## src/shared/fua_pkg.sv

```systemverilog
// fua_pkg: constants for the flash unlock key and target address block
// assumes a plain word register port with index offsets
package fua_pkg;
    // ------------------------------------------------------------
    // register map
    // ------------------------------------------------------------
    localparam logic [3:0]  REG_KEY          = 4'h0;
    localparam logic [3:0]  REG_ADDR         = 4'h1;
    localparam logic [3:0]  REG_STATUS       = 4'h2;
    localparam logic [31:0] ADDR_RESET       = 32'h00000000;
    localparam logic [31:0] READ_ZERO        = 32'h00000000;
    // ------------------------------------------------------------
    // unlock keys and status fields
    // ------------------------------------------------------------
    // key values are arbitrary
    localparam logic [31:0] KEY_FIRST        = 32'h0000A5A5;
    localparam logic [31:0] KEY_SECOND       = 32'h00005A5A;
    localparam int          STAT_UNLOCK_BIT  = 0;
    localparam int          STAT_ARMED_BIT   = 1;
    localparam int          STAT_ADDRV_BIT   = 2;
    // ------------------------------------------------------------
    // operation select codes and ignored low bits
    // ------------------------------------------------------------
    typedef enum logic [3:0] {
        FUA_OP_NOP        = 4'h0,
        FUA_OP_WORD_PROG  = 4'h1,
        FUA_OP_QUAD_PROG  = 4'h2,
        FUA_OP_ROW_PROG   = 4'h3,
        FUA_OP_PAGE_ERASE = 4'h4
    } fua_op_type;
    localparam int          PAGE_LOW_BITS    = 14;
    localparam int          ROW_LOW_BITS     = 11;
    localparam int          QUAD_LOW_BITS    = 4;
    localparam int          WORD_LOW_BITS    = 2;
endpackage : fua_pkg

```

## src/core/fua_addr_mask.sv

```systemverilog
// fua_addr_mask: clears ignored low address bits for one granularity
// assumes a combinational use inside the address path
`timescale 1ns/1ps
`default_nettype none
module fua_addr_mask #(
    parameter int LOW_BITS = 2
) (
    input  wire logic [31:0] addr_in,
    output logic      [31:0] addr_out
);
    assign addr_out = {addr_in[31:LOW_BITS], {LOW_BITS{1'b0}}};
endmodule : fua_addr_mask
`default_nettype wire

```

## src/core/fua_unlock_seq.sv

```systemverilog
// fua_unlock_seq: two-key unlock sequence tracker
// assumes key writes arrive as one-cycle strobes on clk_in
`timescale 1ns/1ps
`default_nettype none
module fua_unlock_seq (
    input  wire logic        clk_in,
    input  wire logic        rst_in,
    input  wire logic        key_wr_in,
    input  wire logic [31:0] key_in,
    input  wire logic        other_wr_in,
    input  wire logic        consume_in,
    output logic             armed_out,
    output logic             unlocked_out
);
    logic armed_q;
    logic unlocked_q;

    // ------------------------------------------------------------
    // key pair tracking
    // ------------------------------------------------------------
    always_ff @(posedge clk_in)
    begin
        if (rst_in)
        begin
            armed_q    <= 1'b0;
            unlocked_q <= 1'b0;
        end
        else if (key_wr_in)
        begin
            armed_q    <= (key_in == fua_pkg::KEY_FIRST);
            unlocked_q <= armed_q && (key_in == fua_pkg::KEY_SECOND);
        end
        else if (other_wr_in || consume_in)
        begin
            armed_q    <= 1'b0;
            unlocked_q <= 1'b0;
        end
    end

    assign armed_out    = armed_q;
    assign unlocked_out = unlocked_q;
endmodule : fua_unlock_seq
`default_nettype wire

```

## src/core/fua_flash_regs.sv

```systemverilog
// fua_flash_regs: flash unlock key and target address registers
// assumes the operation select comes from a separate control register
// and the flash array takes the masked address with a start request
//
// Function
// - key register writable, always reads zero
// - flash change only after unlock sequence
// - target address is 32-bit read/write
// - page erase ignores address bits 13:0
// - row program ignores address bits 10:0
// - word program ignores address bits 1:0
// - quad program ignores address bits 3:0
// - other operations disregard target address
// - address clears only on power-on reset
//
// Chosen here: the plain strobed port and the register offsets.
`timescale 1ns/1ps
`default_nettype none
module fua_flash_regs (
    input  wire logic        clk_in,
    input  wire logic        rst_in,
    input  wire logic        por_in,
    input  wire logic [3:0]  reg_addr_in,
    input  wire logic [31:0] reg_wdata_in,
    input  wire logic        reg_wr_in,
    input  wire logic        reg_rd_in,
    output logic      [31:0] reg_rdata_out,
    input  wire logic [3:0]  flash_operation_select_in,
    input  wire logic        op_start_in,
    output logic             op_go_out,
    output logic      [31:0] op_addr_out,
    output logic             op_addr_valid_out,
    output logic             op_refused_out
);
    // ------------------------------------------------------------
    // declarations
    // ------------------------------------------------------------
    logic [31:0] flash_target_address_q;
    logic [31:0] rdata_q;
    logic        go_q;
    logic [31:0] op_addr_q;
    logic        addr_valid_q;
    logic        refused_q;
    logic [31:0] page_addr;
    logic [31:0] row_addr;
    logic [31:0] quad_addr;
    logic [31:0] word_addr;
    logic [31:0] sel_addr;
    logic        sel_valid;
    logic        armed;
    logic        unlocked;
    logic        key_wr;
    logic        other_wr;

    assign key_wr   = reg_wr_in && (reg_addr_in == fua_pkg::REG_KEY);
    assign other_wr = reg_wr_in && (reg_addr_in != fua_pkg::REG_KEY);

    // ------------------------------------------------------------
    // unlock sequence
    // ------------------------------------------------------------
    fua_unlock_seq u_unlock (
        .clk_in       (clk_in),
        .rst_in       (rst_in),
        .key_wr_in    (key_wr),
        .key_in       (reg_wdata_in),
        .other_wr_in  (other_wr),
        .consume_in   (op_start_in),
        .armed_out    (armed),
        .unlocked_out (unlocked)
    );

    // ------------------------------------------------------------
    // target address register
    // ------------------------------------------------------------
    always_ff @(posedge clk_in)
    begin
        if (por_in)
            flash_target_address_q <= fua_pkg::ADDR_RESET;
        else if (reg_wr_in && (reg_addr_in == fua_pkg::REG_ADDR))
            flash_target_address_q <= reg_wdata_in;
    end

    // ------------------------------------------------------------
    // granularity masks
    // ------------------------------------------------------------
    fua_addr_mask #(.LOW_BITS(fua_pkg::PAGE_LOW_BITS)) u_page (
        .addr_in  (flash_target_address_q),
        .addr_out (page_addr)
    );
    fua_addr_mask #(.LOW_BITS(fua_pkg::ROW_LOW_BITS)) u_row (
        .addr_in  (flash_target_address_q),
        .addr_out (row_addr)
    );
    fua_addr_mask #(.LOW_BITS(fua_pkg::QUAD_LOW_BITS)) u_quad (
        .addr_in  (flash_target_address_q),
        .addr_out (quad_addr)
    );
    fua_addr_mask #(.LOW_BITS(fua_pkg::WORD_LOW_BITS)) u_word (
        .addr_in  (flash_target_address_q),
        .addr_out (word_addr)
    );

    // ------------------------------------------------------------
    // operation decode
    // ------------------------------------------------------------
    always_comb
    begin
        sel_addr  = 32'h00000000;
        sel_valid = 1'b0;
        case (flash_operation_select_in)
            fua_pkg::FUA_OP_PAGE_ERASE:
            begin
                sel_addr  = page_addr;
                sel_valid = 1'b1;
            end
            fua_pkg::FUA_OP_ROW_PROG:
            begin
                sel_addr  = row_addr;
                sel_valid = 1'b1;
            end
            fua_pkg::FUA_OP_WORD_PROG:
            begin
                sel_addr  = word_addr;
                sel_valid = 1'b1;
            end
            fua_pkg::FUA_OP_QUAD_PROG:
            begin
                sel_addr  = quad_addr;
                sel_valid = 1'b1;
            end
            default:
            begin
                sel_addr  = 32'h00000000;
                sel_valid = 1'b0;
            end
        endcase
    end

    // ------------------------------------------------------------
    // operation launch
    // ------------------------------------------------------------
    always_ff @(posedge clk_in)
    begin
        if (rst_in)
        begin
            go_q         <= 1'b0;
            refused_q    <= 1'b0;
            op_addr_q    <= 32'h00000000;
            addr_valid_q <= 1'b0;
        end
        else
        begin
            go_q         <= op_start_in && unlocked;
            refused_q    <= op_start_in && !unlocked;
            op_addr_q    <= sel_addr;
            addr_valid_q <= sel_valid;
        end
    end

    // ------------------------------------------------------------
    // read port
    // ------------------------------------------------------------
    always_ff @(posedge clk_in)
    begin
        if (rst_in)
            rdata_q <= fua_pkg::READ_ZERO;
        else if (reg_rd_in)
        begin
            case (reg_addr_in)
                fua_pkg::REG_KEY:    rdata_q <= fua_pkg::READ_ZERO;
                fua_pkg::REG_ADDR:   rdata_q <= flash_target_address_q;
                fua_pkg::REG_STATUS:
                begin
                    rdata_q <= fua_pkg::READ_ZERO;
                    rdata_q[fua_pkg::STAT_UNLOCK_BIT] <= unlocked;
                    rdata_q[fua_pkg::STAT_ARMED_BIT]  <= armed;
                    rdata_q[fua_pkg::STAT_ADDRV_BIT]  <= sel_valid;
                end
                default:             rdata_q <= fua_pkg::READ_ZERO;
            endcase
        end
        else
            rdata_q <= fua_pkg::READ_ZERO;
    end

    assign reg_rdata_out     = rdata_q;
    assign op_go_out         = go_q;
    assign op_addr_out       = op_addr_q;
    assign op_addr_valid_out = addr_valid_q;
    assign op_refused_out    = refused_q;

    // ------------------------------------------------------------
    // checks
    // ------------------------------------------------------------
    property p_key_reads_zero;
        @(posedge clk_in) disable iff (rst_in)
        (reg_rd_in && reg_addr_in == fua_pkg::REG_KEY) |=> (reg_rdata_out == 32'h00000000);
    endproperty
    a_key_reads_zero: assert property (p_key_reads_zero) else $error("key read not zero");

    property p_go_needs_unlock;
        @(posedge clk_in) disable iff (rst_in)
        op_go_out |-> $past(unlocked) && $past(op_start_in);
    endproperty
    a_go_needs_unlock: assert property (p_go_needs_unlock) else $error("go without unlock");

    property p_addr_readback;
        @(posedge clk_in) disable iff (rst_in || por_in)
        (reg_wr_in && reg_addr_in == fua_pkg::REG_ADDR) ##1 (reg_rd_in && reg_addr_in == fua_pkg::REG_ADDR)
            |=> (reg_rdata_out == $past(reg_wdata_in, 2));
    endproperty
    a_addr_readback: assert property (p_addr_readback) else $error("address readback wrong");

    property p_page_mask;
        @(posedge clk_in) disable iff (rst_in)
        (flash_operation_select_in == fua_pkg::FUA_OP_PAGE_ERASE)
            |=> (op_addr_out[13:0] == 14'h0000) && (op_addr_out[31:14] == $past(flash_target_address_q[31:14]));
    endproperty
    a_page_mask: assert property (p_page_mask) else $error("page mask wrong");

    property p_row_mask;
        @(posedge clk_in) disable iff (rst_in)
        (flash_operation_select_in == fua_pkg::FUA_OP_ROW_PROG)
            |=> (op_addr_out[10:0] == 11'h000) && (op_addr_out[31:11] == $past(flash_target_address_q[31:11]));
    endproperty
    a_row_mask: assert property (p_row_mask) else $error("row mask wrong");

    property p_word_mask;
        @(posedge clk_in) disable iff (rst_in)
        (flash_operation_select_in == fua_pkg::FUA_OP_WORD_PROG)
            |=> (op_addr_out[1:0] == 2'h0) && (op_addr_out[31:2] == $past(flash_target_address_q[31:2]));
    endproperty
    a_word_mask: assert property (p_word_mask) else $error("word mask wrong");

    property p_quad_mask;
        @(posedge clk_in) disable iff (rst_in)
        (flash_operation_select_in == fua_pkg::FUA_OP_QUAD_PROG)
            |=> (op_addr_out[3:0] == 4'h0) && (op_addr_out[31:4] == $past(flash_target_address_q[31:4]));
    endproperty
    a_quad_mask: assert property (p_quad_mask) else $error("quad mask wrong");

    property p_other_ignored;
        @(posedge clk_in) disable iff (rst_in)
        !(flash_operation_select_in inside {4'h1, 4'h2, 4'h3, 4'h4})
            |=> !op_addr_valid_out && (op_addr_out == 32'h00000000);
    endproperty
    a_other_ignored: assert property (p_other_ignored) else $error("address used for other op");

    property p_addr_keeps_on_reset;
        @(posedge clk_in)
        (rst_in && !por_in && !reg_wr_in) |=> $stable(flash_target_address_q);
    endproperty
    a_addr_keeps_on_reset: assert property (p_addr_keeps_on_reset) else $error("address lost on reset");

    property p_por_clears;
        @(posedge clk_in)
        por_in |=> (flash_target_address_q == 32'h00000000);
    endproperty
    a_por_clears: assert property (p_por_clears) else $error("por did not clear");

    // ------------------------------------------------------------
    // register port and unlock checks
    // ------------------------------------------------------------
    property p_rdata_idle_zero;
        @(posedge clk_in) disable iff (rst_in)
        !reg_rd_in |=> (reg_rdata_out == fua_pkg::READ_ZERO);
    endproperty
    a_rdata_idle_zero: assert property (p_rdata_idle_zero) else $error("read data not idle zero");

    property p_addr_read_value;
        @(posedge clk_in) disable iff (rst_in)
        (reg_rd_in && reg_addr_in == fua_pkg::REG_ADDR) |=> (reg_rdata_out == $past(flash_target_address_q));
    endproperty
    a_addr_read_value: assert property (p_addr_read_value) else $error("address read value wrong");

    property p_addr_write_lands;
        @(posedge clk_in)
        (reg_wr_in && reg_addr_in == fua_pkg::REG_ADDR && !por_in)
            |=> (flash_target_address_q == $past(reg_wdata_in));
    endproperty
    a_addr_write_lands: assert property (p_addr_write_lands) else $error("address write lost");

    property p_addr_holds;
        @(posedge clk_in)
        (!por_in && !(reg_wr_in && reg_addr_in == fua_pkg::REG_ADDR)) |=> $stable(flash_target_address_q);
    endproperty
    a_addr_holds: assert property (p_addr_holds) else $error("address changed without write");

    property p_refused_no_unlock;
        @(posedge clk_in) disable iff (rst_in)
        (op_start_in && !unlocked) |=> (op_refused_out && !op_go_out);
    endproperty
    a_refused_no_unlock: assert property (p_refused_no_unlock) else $error("locked start not refused");

    property p_go_with_unlock;
        @(posedge clk_in) disable iff (rst_in)
        (op_start_in && unlocked) |=> (op_go_out && !op_refused_out);
    endproperty
    a_go_with_unlock: assert property (p_go_with_unlock) else $error("unlocked start not granted");

    property p_go_single;
        @(posedge clk_in) disable iff (rst_in)
        op_go_out |=> !op_go_out;
    endproperty
    a_go_single: assert property (p_go_single) else $error("grant longer than one cycle");

    property p_unlock_consumed;
        @(posedge clk_in) disable iff (rst_in)
        (op_start_in && !key_wr) |=> !unlocked;
    endproperty
    a_unlock_consumed: assert property (p_unlock_consumed) else $error("unlock survived a start");

    property p_other_write_cancels;
        @(posedge clk_in) disable iff (rst_in)
        other_wr |=> (!armed && !unlocked);
    endproperty
    a_other_write_cancels: assert property (p_other_write_cancels) else $error("write kept unlock");

    property p_armed_needs_first;
        @(posedge clk_in) disable iff (rst_in)
        $rose(armed) |-> ($past(key_wr) && ($past(reg_wdata_in) == fua_pkg::KEY_FIRST));
    endproperty
    a_armed_needs_first: assert property (p_armed_needs_first) else $error("armed without first key");

    property p_unlock_needs_pair;
        @(posedge clk_in) disable iff (rst_in)
        $rose(unlocked) |-> ($past(key_wr) && $past(armed) && ($past(reg_wdata_in) == fua_pkg::KEY_SECOND));
    endproperty
    a_unlock_needs_pair: assert property (p_unlock_needs_pair) else $error("unlock without key pair");

    property p_status_read;
        @(posedge clk_in) disable iff (rst_in)
        (reg_rd_in && reg_addr_in == fua_pkg::REG_STATUS)
            |=> (reg_rdata_out[fua_pkg::STAT_UNLOCK_BIT] == $past(unlocked))
                && (reg_rdata_out[fua_pkg::STAT_ARMED_BIT] == $past(armed));
    endproperty
    a_status_read: assert property (p_status_read) else $error("status bits wrong");

    property p_valid_for_addr_ops;
        @(posedge clk_in) disable iff (rst_in)
        (flash_operation_select_in inside {fua_pkg::FUA_OP_WORD_PROG, fua_pkg::FUA_OP_QUAD_PROG,
            fua_pkg::FUA_OP_ROW_PROG, fua_pkg::FUA_OP_PAGE_ERASE}) |=> op_addr_valid_out;
    endproperty
    a_valid_for_addr_ops: assert property (p_valid_for_addr_ops) else $error("op not marked valid");

    property p_reset_quiets;
        @(posedge clk_in)
        rst_in |=> (!op_go_out && !op_refused_out && !op_addr_valid_out && (op_addr_out == 32'h00000000)
            && (reg_rdata_out == fua_pkg::READ_ZERO));
    endproperty
    a_reset_quiets: assert property (p_reset_quiets) else $error("outputs active after reset");
endmodule : fua_flash_regs
`default_nettype wire

```

## config.mk

```make
export PLATFORM = sky130hd
export DESIGN_NAME = fua_flash_regs
export DESIGN_NICKNAME = d
export VERILOG_FILES = /design/src/shared/fua_pkg.sv /design/src/core/fua_addr_mask.sv /design/src/core/fua_unlock_seq.sv /design/src/core/fua_flash_regs.sv
export SDC_FILE = /design/constraint.sdc
export NUM_CORES = 1
export LEC_CHECK = 0
export BUFFER_PORTS_ARGS = -buffer_cell sky130_fd_sc_hd__buf_2
export CORE_MARGIN = 2
export CORE_UTILIZATION = 45
export DETAILED_ROUTE_END_ITERATION = 16
export PLACE_DENSITY = 0.71
export SYNTH_ARGS = -nofsm -noshare
export SYNTH_HDL_FRONTEND = slang
export SYNTH_HIERARCHICAL = 1
export SYNTH_SLANG_ARGS = --single-unit
```

## constraint.sdc

```tcl
create_clock -name clk_in -period 5 [get_ports clk_in]
set_clock_uncertainty 0.15 [all_clocks]
set_input_delay 1 -clock clk_in [delete_from_list [all_inputs] [get_ports clk_in]]
set_output_delay 1 -clock clk_in [all_outputs]
set_load 0.01 [all_outputs]
```

# Word-level counts from Yosys, hierarchy flattened
# Cells that the tools add are included.
word_totals:
  inputBits: 46
  wordCells: 36
  reg_bits: 101
  output_inout_bits: 67
classes:
  reduce_logical: 13
  eq_ne: 8
  mux: 6
  bitwise_logic: 1
ops:
  columns: ["cell", "count"]
  rows:
  - ["$pmux 32 s4", 1]
  - ["$pmux 32 s2", 1]
  - ["$eq 32x15->1 const B", 1]
  - ["$eq 32x16->1 const B", 1]
  - ["$eq 4x2->1 const B", 3]
  - ["$eq 4x1->1 const B", 2]
  - ["$logic_and 1x1->1", 6]
  - ["$eq 4x3->1 const B", 1]
  - ["$logic_not 4->1", 1]
  - ["$mux 1", 4]
  - ["$reduce_bool 4->1", 1]
  - ["$reduce_or 4->1", 1]
  - ["$reduce_bool 2->1", 1]
  - ["$reduce_or 2->1", 1]
  - ["$logic_not 1->1", 1]
  - ["$logic_or 1x1->1", 1]
  - ["$not 1->1", 1]

# Logic depth before layout (Yosys ltp)
logic_depth:
  ltp_word: 5
  ltp_mapped: 7
  mapped_depth_nobuf: 6

# Modules after synthesis
# The synthesis kept the hierarchy.
modules_own_cells:
  columns: ["mod", "cells_each", "area_each_um2", "seq_area_each_um2", "n_inst"]
  rows:
  - ["fua_flash_regs", 456, 4172.8, 1981.9, 1]
  - ["fua_addr_mask", 33, 244.0, 0.0, 4]
  - ["fua_unlock_seq", 28, 239.0, 40.0, 1]

# Worst setup path before layout
# Ideal clock, no wire load.
synth_timing:
  path_kind: "input to register"
  from: "input reg_addr_in[3]"
  to: "register u_unlock.armed_q (netlist: u_unlock/armed_out)"
  arrival_ps: 2523
  required_time_ps: 4793
  setup_time_ps: 57
  path_buffers: 1
  stages: 7
  setup_slack_ps: 2270
  cell_sequence: "or3b_1 > clkbuf_1 > nor3_1 > nor4b_1 > nand3_1 > nor4_4 > a21o_1"
synth_between:
  word_cells_on_any_way: 7
  classes_between: "mux: 1; reduce/logical: 6"
synth_lines:
  columns: ["element", "line_no", "rtl"]
  rows:
  - ["from (decl)", "fua_flash_regs.sv:23", "input wire logic [3:0] reg_addr_in,"]
  - ["$logic_not 4->1 (*)", "fua_flash_regs.sv:55", "assign key_wr = reg_wr_in && (reg_addr_in == fua_pkg::REG_KEY);"]
  - ["$logic_and 1x1->1 (*)", "fua_flash_regs.sv:55", null]
  - ["named net key_wr", "fua_flash_regs.sv:52", "logic key_wr;"]
  - ["$mux 1 / $reduce_bool 2->1 (equally long branches)", null, null]
  - ["to (signal assigned)", "fua_unlock_seq.sv:30", "armed_q <= (key_in == fua_pkg::KEY_FIRST);"]
  - ["to (decl)", "fua_unlock_seq.sv:15", "logic armed_q;"]
# The timed path passes the listed nets; every way through them passes the cells marked *.
# A chain may end at the register's enable or synchronous reset.

# Final worst setup path
layout_timing:
  from: "input reg_addr_in[3]"
  to: "register u_unlock.unlocked_q (netlist: u_unlock/unlocked_out)"
layout_between:
  word_cells_on_any_way: 7
  classes_between: "mux: 1; reduce/logical: 6"
layout_lines:
  columns: ["element", "line_no", "rtl"]
  rows:
  - ["$logic_not 4->1 (*)", "fua_flash_regs.sv:55", null]
  - ["$logic_and 1x1->1 (*)", "fua_flash_regs.sv:55", null]
  - ["named net key_wr", "fua_flash_regs.sv:52", null]
  - ["$mux 1 / $reduce_bool 2->1 (equally long branches)", null, null]
  - ["to (signal assigned)", "fua_unlock_seq.sv:31", "unlocked_q <= armed_q && (key_in == fua_pkg::KEY_SECOND);"]
  - ["to (decl)", "fua_unlock_seq.sv:16", "logic unlocked_q;"]
# Marks and branches as above.

==> flow_metrics.py <==
metrics = {
    "status": {
        "status": "completed",
    },
    "worst_setup_path": {
        "slowest_delay_ns": 0.79,
        "crit_family": "simple AND/OR/NAND/NOR gates",
        "worstSetupEndpointType": "flop",
        "crit_required_ns": 5.14,
        "slowest_stage": "or3b_1",
        "arrival_ns": 3.23,
        "crit_type": "in -> reg",
        "startpoint_type": "input pin",
        "reg2reg_from": "flash_target_address_q[20]",
        "cp-startpoint": "reg_addr_in[3]",
        "critPathMaxFanout": 33,
        "crit_chain": "buf_2 > or3b_1 > nor3_1 > nor4b_1 > nand3_1 > nor4_4 > a21o_1",
        "path_buf_inv": 1,
    },
    "global_route": {
        "grt_overflow": 0,
        "grt.total_usage_pct": 18.2,
        "grt_first_pass_wirelength_um": 18600,
        "grt_antenna_before_repair": 0,
        "grt_pass1_vias": 3648,
        "grt_max_degree": 69,
    },
    "hold_path": {
        "hp-class": "reg -> reg",
        "hold_start": "flash_target_address_q[1]",
    },
    "clock_tree": {
        "cts_root_buf": "clkbuf_16",
        "clock-sinks": 101,
        "h-tree-depth": 3,
        "cts_buffers": 9,
        "clock_path_buffers": 2,
        "path_clk_slew_ns": 0.07,
        "post-cts-setup-buffer-count": 0,
        "cts_hold_buffers": 0,
        "clock_latency_ns": 0.34,
        "cts_resized": 0,
        "tritoncts": "built",
    },
    "die": {
        "fp-row-count": 39,
        "io_pins": 113,
        "die_h_um": 113,
        "die-area_mm2": 0.0129,
        "initial_core_util_pct": 46.6,
        "core_area_mm2": 0.0116,
        "die-width_um": 113,
    },
    "drt": {
        "postRouteWirelength_um": 11900,
        "routed.top_layer": "met4",
        "vias": 3993,
        "drc": 0,
        "firstDrtPassIters": 5,
        "met2_length_um": 5600,
        "wl_per_cell_um": 16.0,
        "wl_met1_um": 5260,
        "drt_iter0_drc": 197,
        "postRouteAntennaNets": 0,
        "viasPerCell": 5.38,
        "wl_met3_um": 872,
    },
    "timing": {
        "finalCriticalPeriod_ns": 3.09,
        "holdWs_ns": 0.327,
        "setup_tns_ns": 0,
        "fmax_ghz": 0.323,
        "maxSlewHeadroom_pct": 22.3,
        "setup_violations": 0,
        "hold_viol_final": 0,
        "timing_max_transition_violations_final": 0,
        "grt_setup_unrepaired": "no",
        "post-route-period-util_pct": 61.9,
        "worstMarginPinSlew_ns": 1.17,
    },
    "cells_and_area": {
        "n_antenna_cell": 0,
        "num-nets-final": 641,
        "fillers": 1141,
        "area_growth_syn_to_layout_pct": 0.604,
        "drive_gt1_share_pct": 23.4,
    },
    "logic_synthesis": {
        "yosysSeqAreaShare_pct": 37.5,
        "synthDistinctLibCells": 36,
        "synth-seq-cells": 101,
        "synth_ff_type": "dfxtp_1",
        "synth_area_per_cell_um2": 8.75,
        "synthesis.area_mm2": 0.00539,
        "synthCells": 616,
        "synth.area.top_cells": "dfxtp_1, buf_4, and3b_1",
        "synthArstFlopShare_pct": 0,
        "yosys.area.top_type_share_pct": 37.5,
        "synth_area_leader_cell": "dfxtp_1",
        "synth-edff-count": 0,
        "synth_warnings": 6,
    },
    "pwr": {
        "vdd.ir_drop.worst_mv": 0.144,
        "p_leak_nw": 2.42,
        "powerDensity_mw_per_mm2": 307,
    },
    "run": {
        "maxCapViolCount": 0,
    },
    "placed_design": {
        "globalplace.congestion": 0.785,
        "port_buffers": 112,
        "dpl.hpwl_um": 8110,
    },
}
==> state kept, by name (all words and copies together), names as in the netlist <==
register,flops
u_unlock/armed_out,1
op_addr_out,32
reg_rdata_out,32
op_refused_out,1
u_unlock/unlocked_out,1
op_go_out,1
op_addr_valid_out,1
flash_target_address_q,32
==> kinds of logic after synthesis <==
family	synth area share, %
AOI/OAI and AO/OA	17.3
buffers and inverters	21.9
DFF	37.5
other	0.279
and+or+nand+nor	23.0
==> cells in the mapped netlist, drive strengths merged, types with 4 or more instances <==
| master | count |
|---|---|
| nand3 | 34 |
| buf | 141 |
| nor2 | 6 |
| nor3 | 5 |
| nor4bb | 6 |
| a21oi | 65 |
| and2 | 29 |
| and3b | 65 |
| clkbuf | 34 |
| dfxtp | 101 |
| nor4 | 4 |
| o21ai | 65 |
| a22oi | 34 |
| conb | 4 |
==> routing by layer <==
metal / up-vias / global-route usage (%)
met2: 145 / 30.1
met3: 11 / 4.30
li1: 1965 / -
met1: 1872 / 23.7
met5: - / 0
met4: 0 / 5.12
==> cell type report <==
cell class	count	area, um^2	area share (%)
Clock buffer	9	225	4.16
Clock inverter	6	88.8	1.64
Inverter	1	3.75	0.0693
Multi-Input combinational cell	366	2310	42.6
Sequential cell	101	2020	37.3
Tap cell	143	179	3.30
Timing Repair Buffer	116	591	10.9
==> worst register-to-register path, stage by stage, from the launching register on <==
cell and delay (ns):
dfxtp_1 0.43, and3b_1 0.20, o21ai_0 0.09, a21oi_1 0.20
==> stage by stage <==
step	worst slack, ns	cell area [um^2]	utilization (%)	instances	power (mW)
floorplan	2.27	5490	-	643	0.926
global placement	1.74	5110	44.2	727	0.937
detailed placement	1.59	5110	44.2	727	0.940
CTS	1.93	5420	46.9	742	1.67
global route	1.68	5420	46.9	742	1.72
finish	1.91	5420	46.9	742	1.66
==> layout by cell type (no fill, tap or decap), types with 3 or more instances in the layout <==
master and n:
a21oi_1 65, a22oi_1 34, and2_1 29, and3b_1 65
buf_2 112, buf_4 4, clkbuf_16 9, conb_1 31
dfxtp_1 101, nand2b_1 3, nand3_1 34, nor2_1 4
nor3_1 5, nor4_1 3, nor4bb_1 5, o21ai_0 60
o21ai_1 5
==> where the power goes <==
| part | internal (mW) | switching, mW |
|---|---|---|
| clock | 0.436 | 0.304 |
| sequential | 0.809 | 0.00456 |
| combinational | 0.0383 | 0.0720 |
==> path summary, 6_finish.rpt <==
path / depth (start not counted) / slack, ns / endpoint
worst max register to register: 3 / 3.84 / op_addr_out[20]
worst min-delay path: 2 / 0.33 / flash_target_address_q[1]
worst min register to register: 2 / 0.33 / flash_target_address_q[1]
worst max-delay path: 7 / 1.91 / u_unlock/unlocked_out
Note: power is estimated with default switching activity, not from simulation.
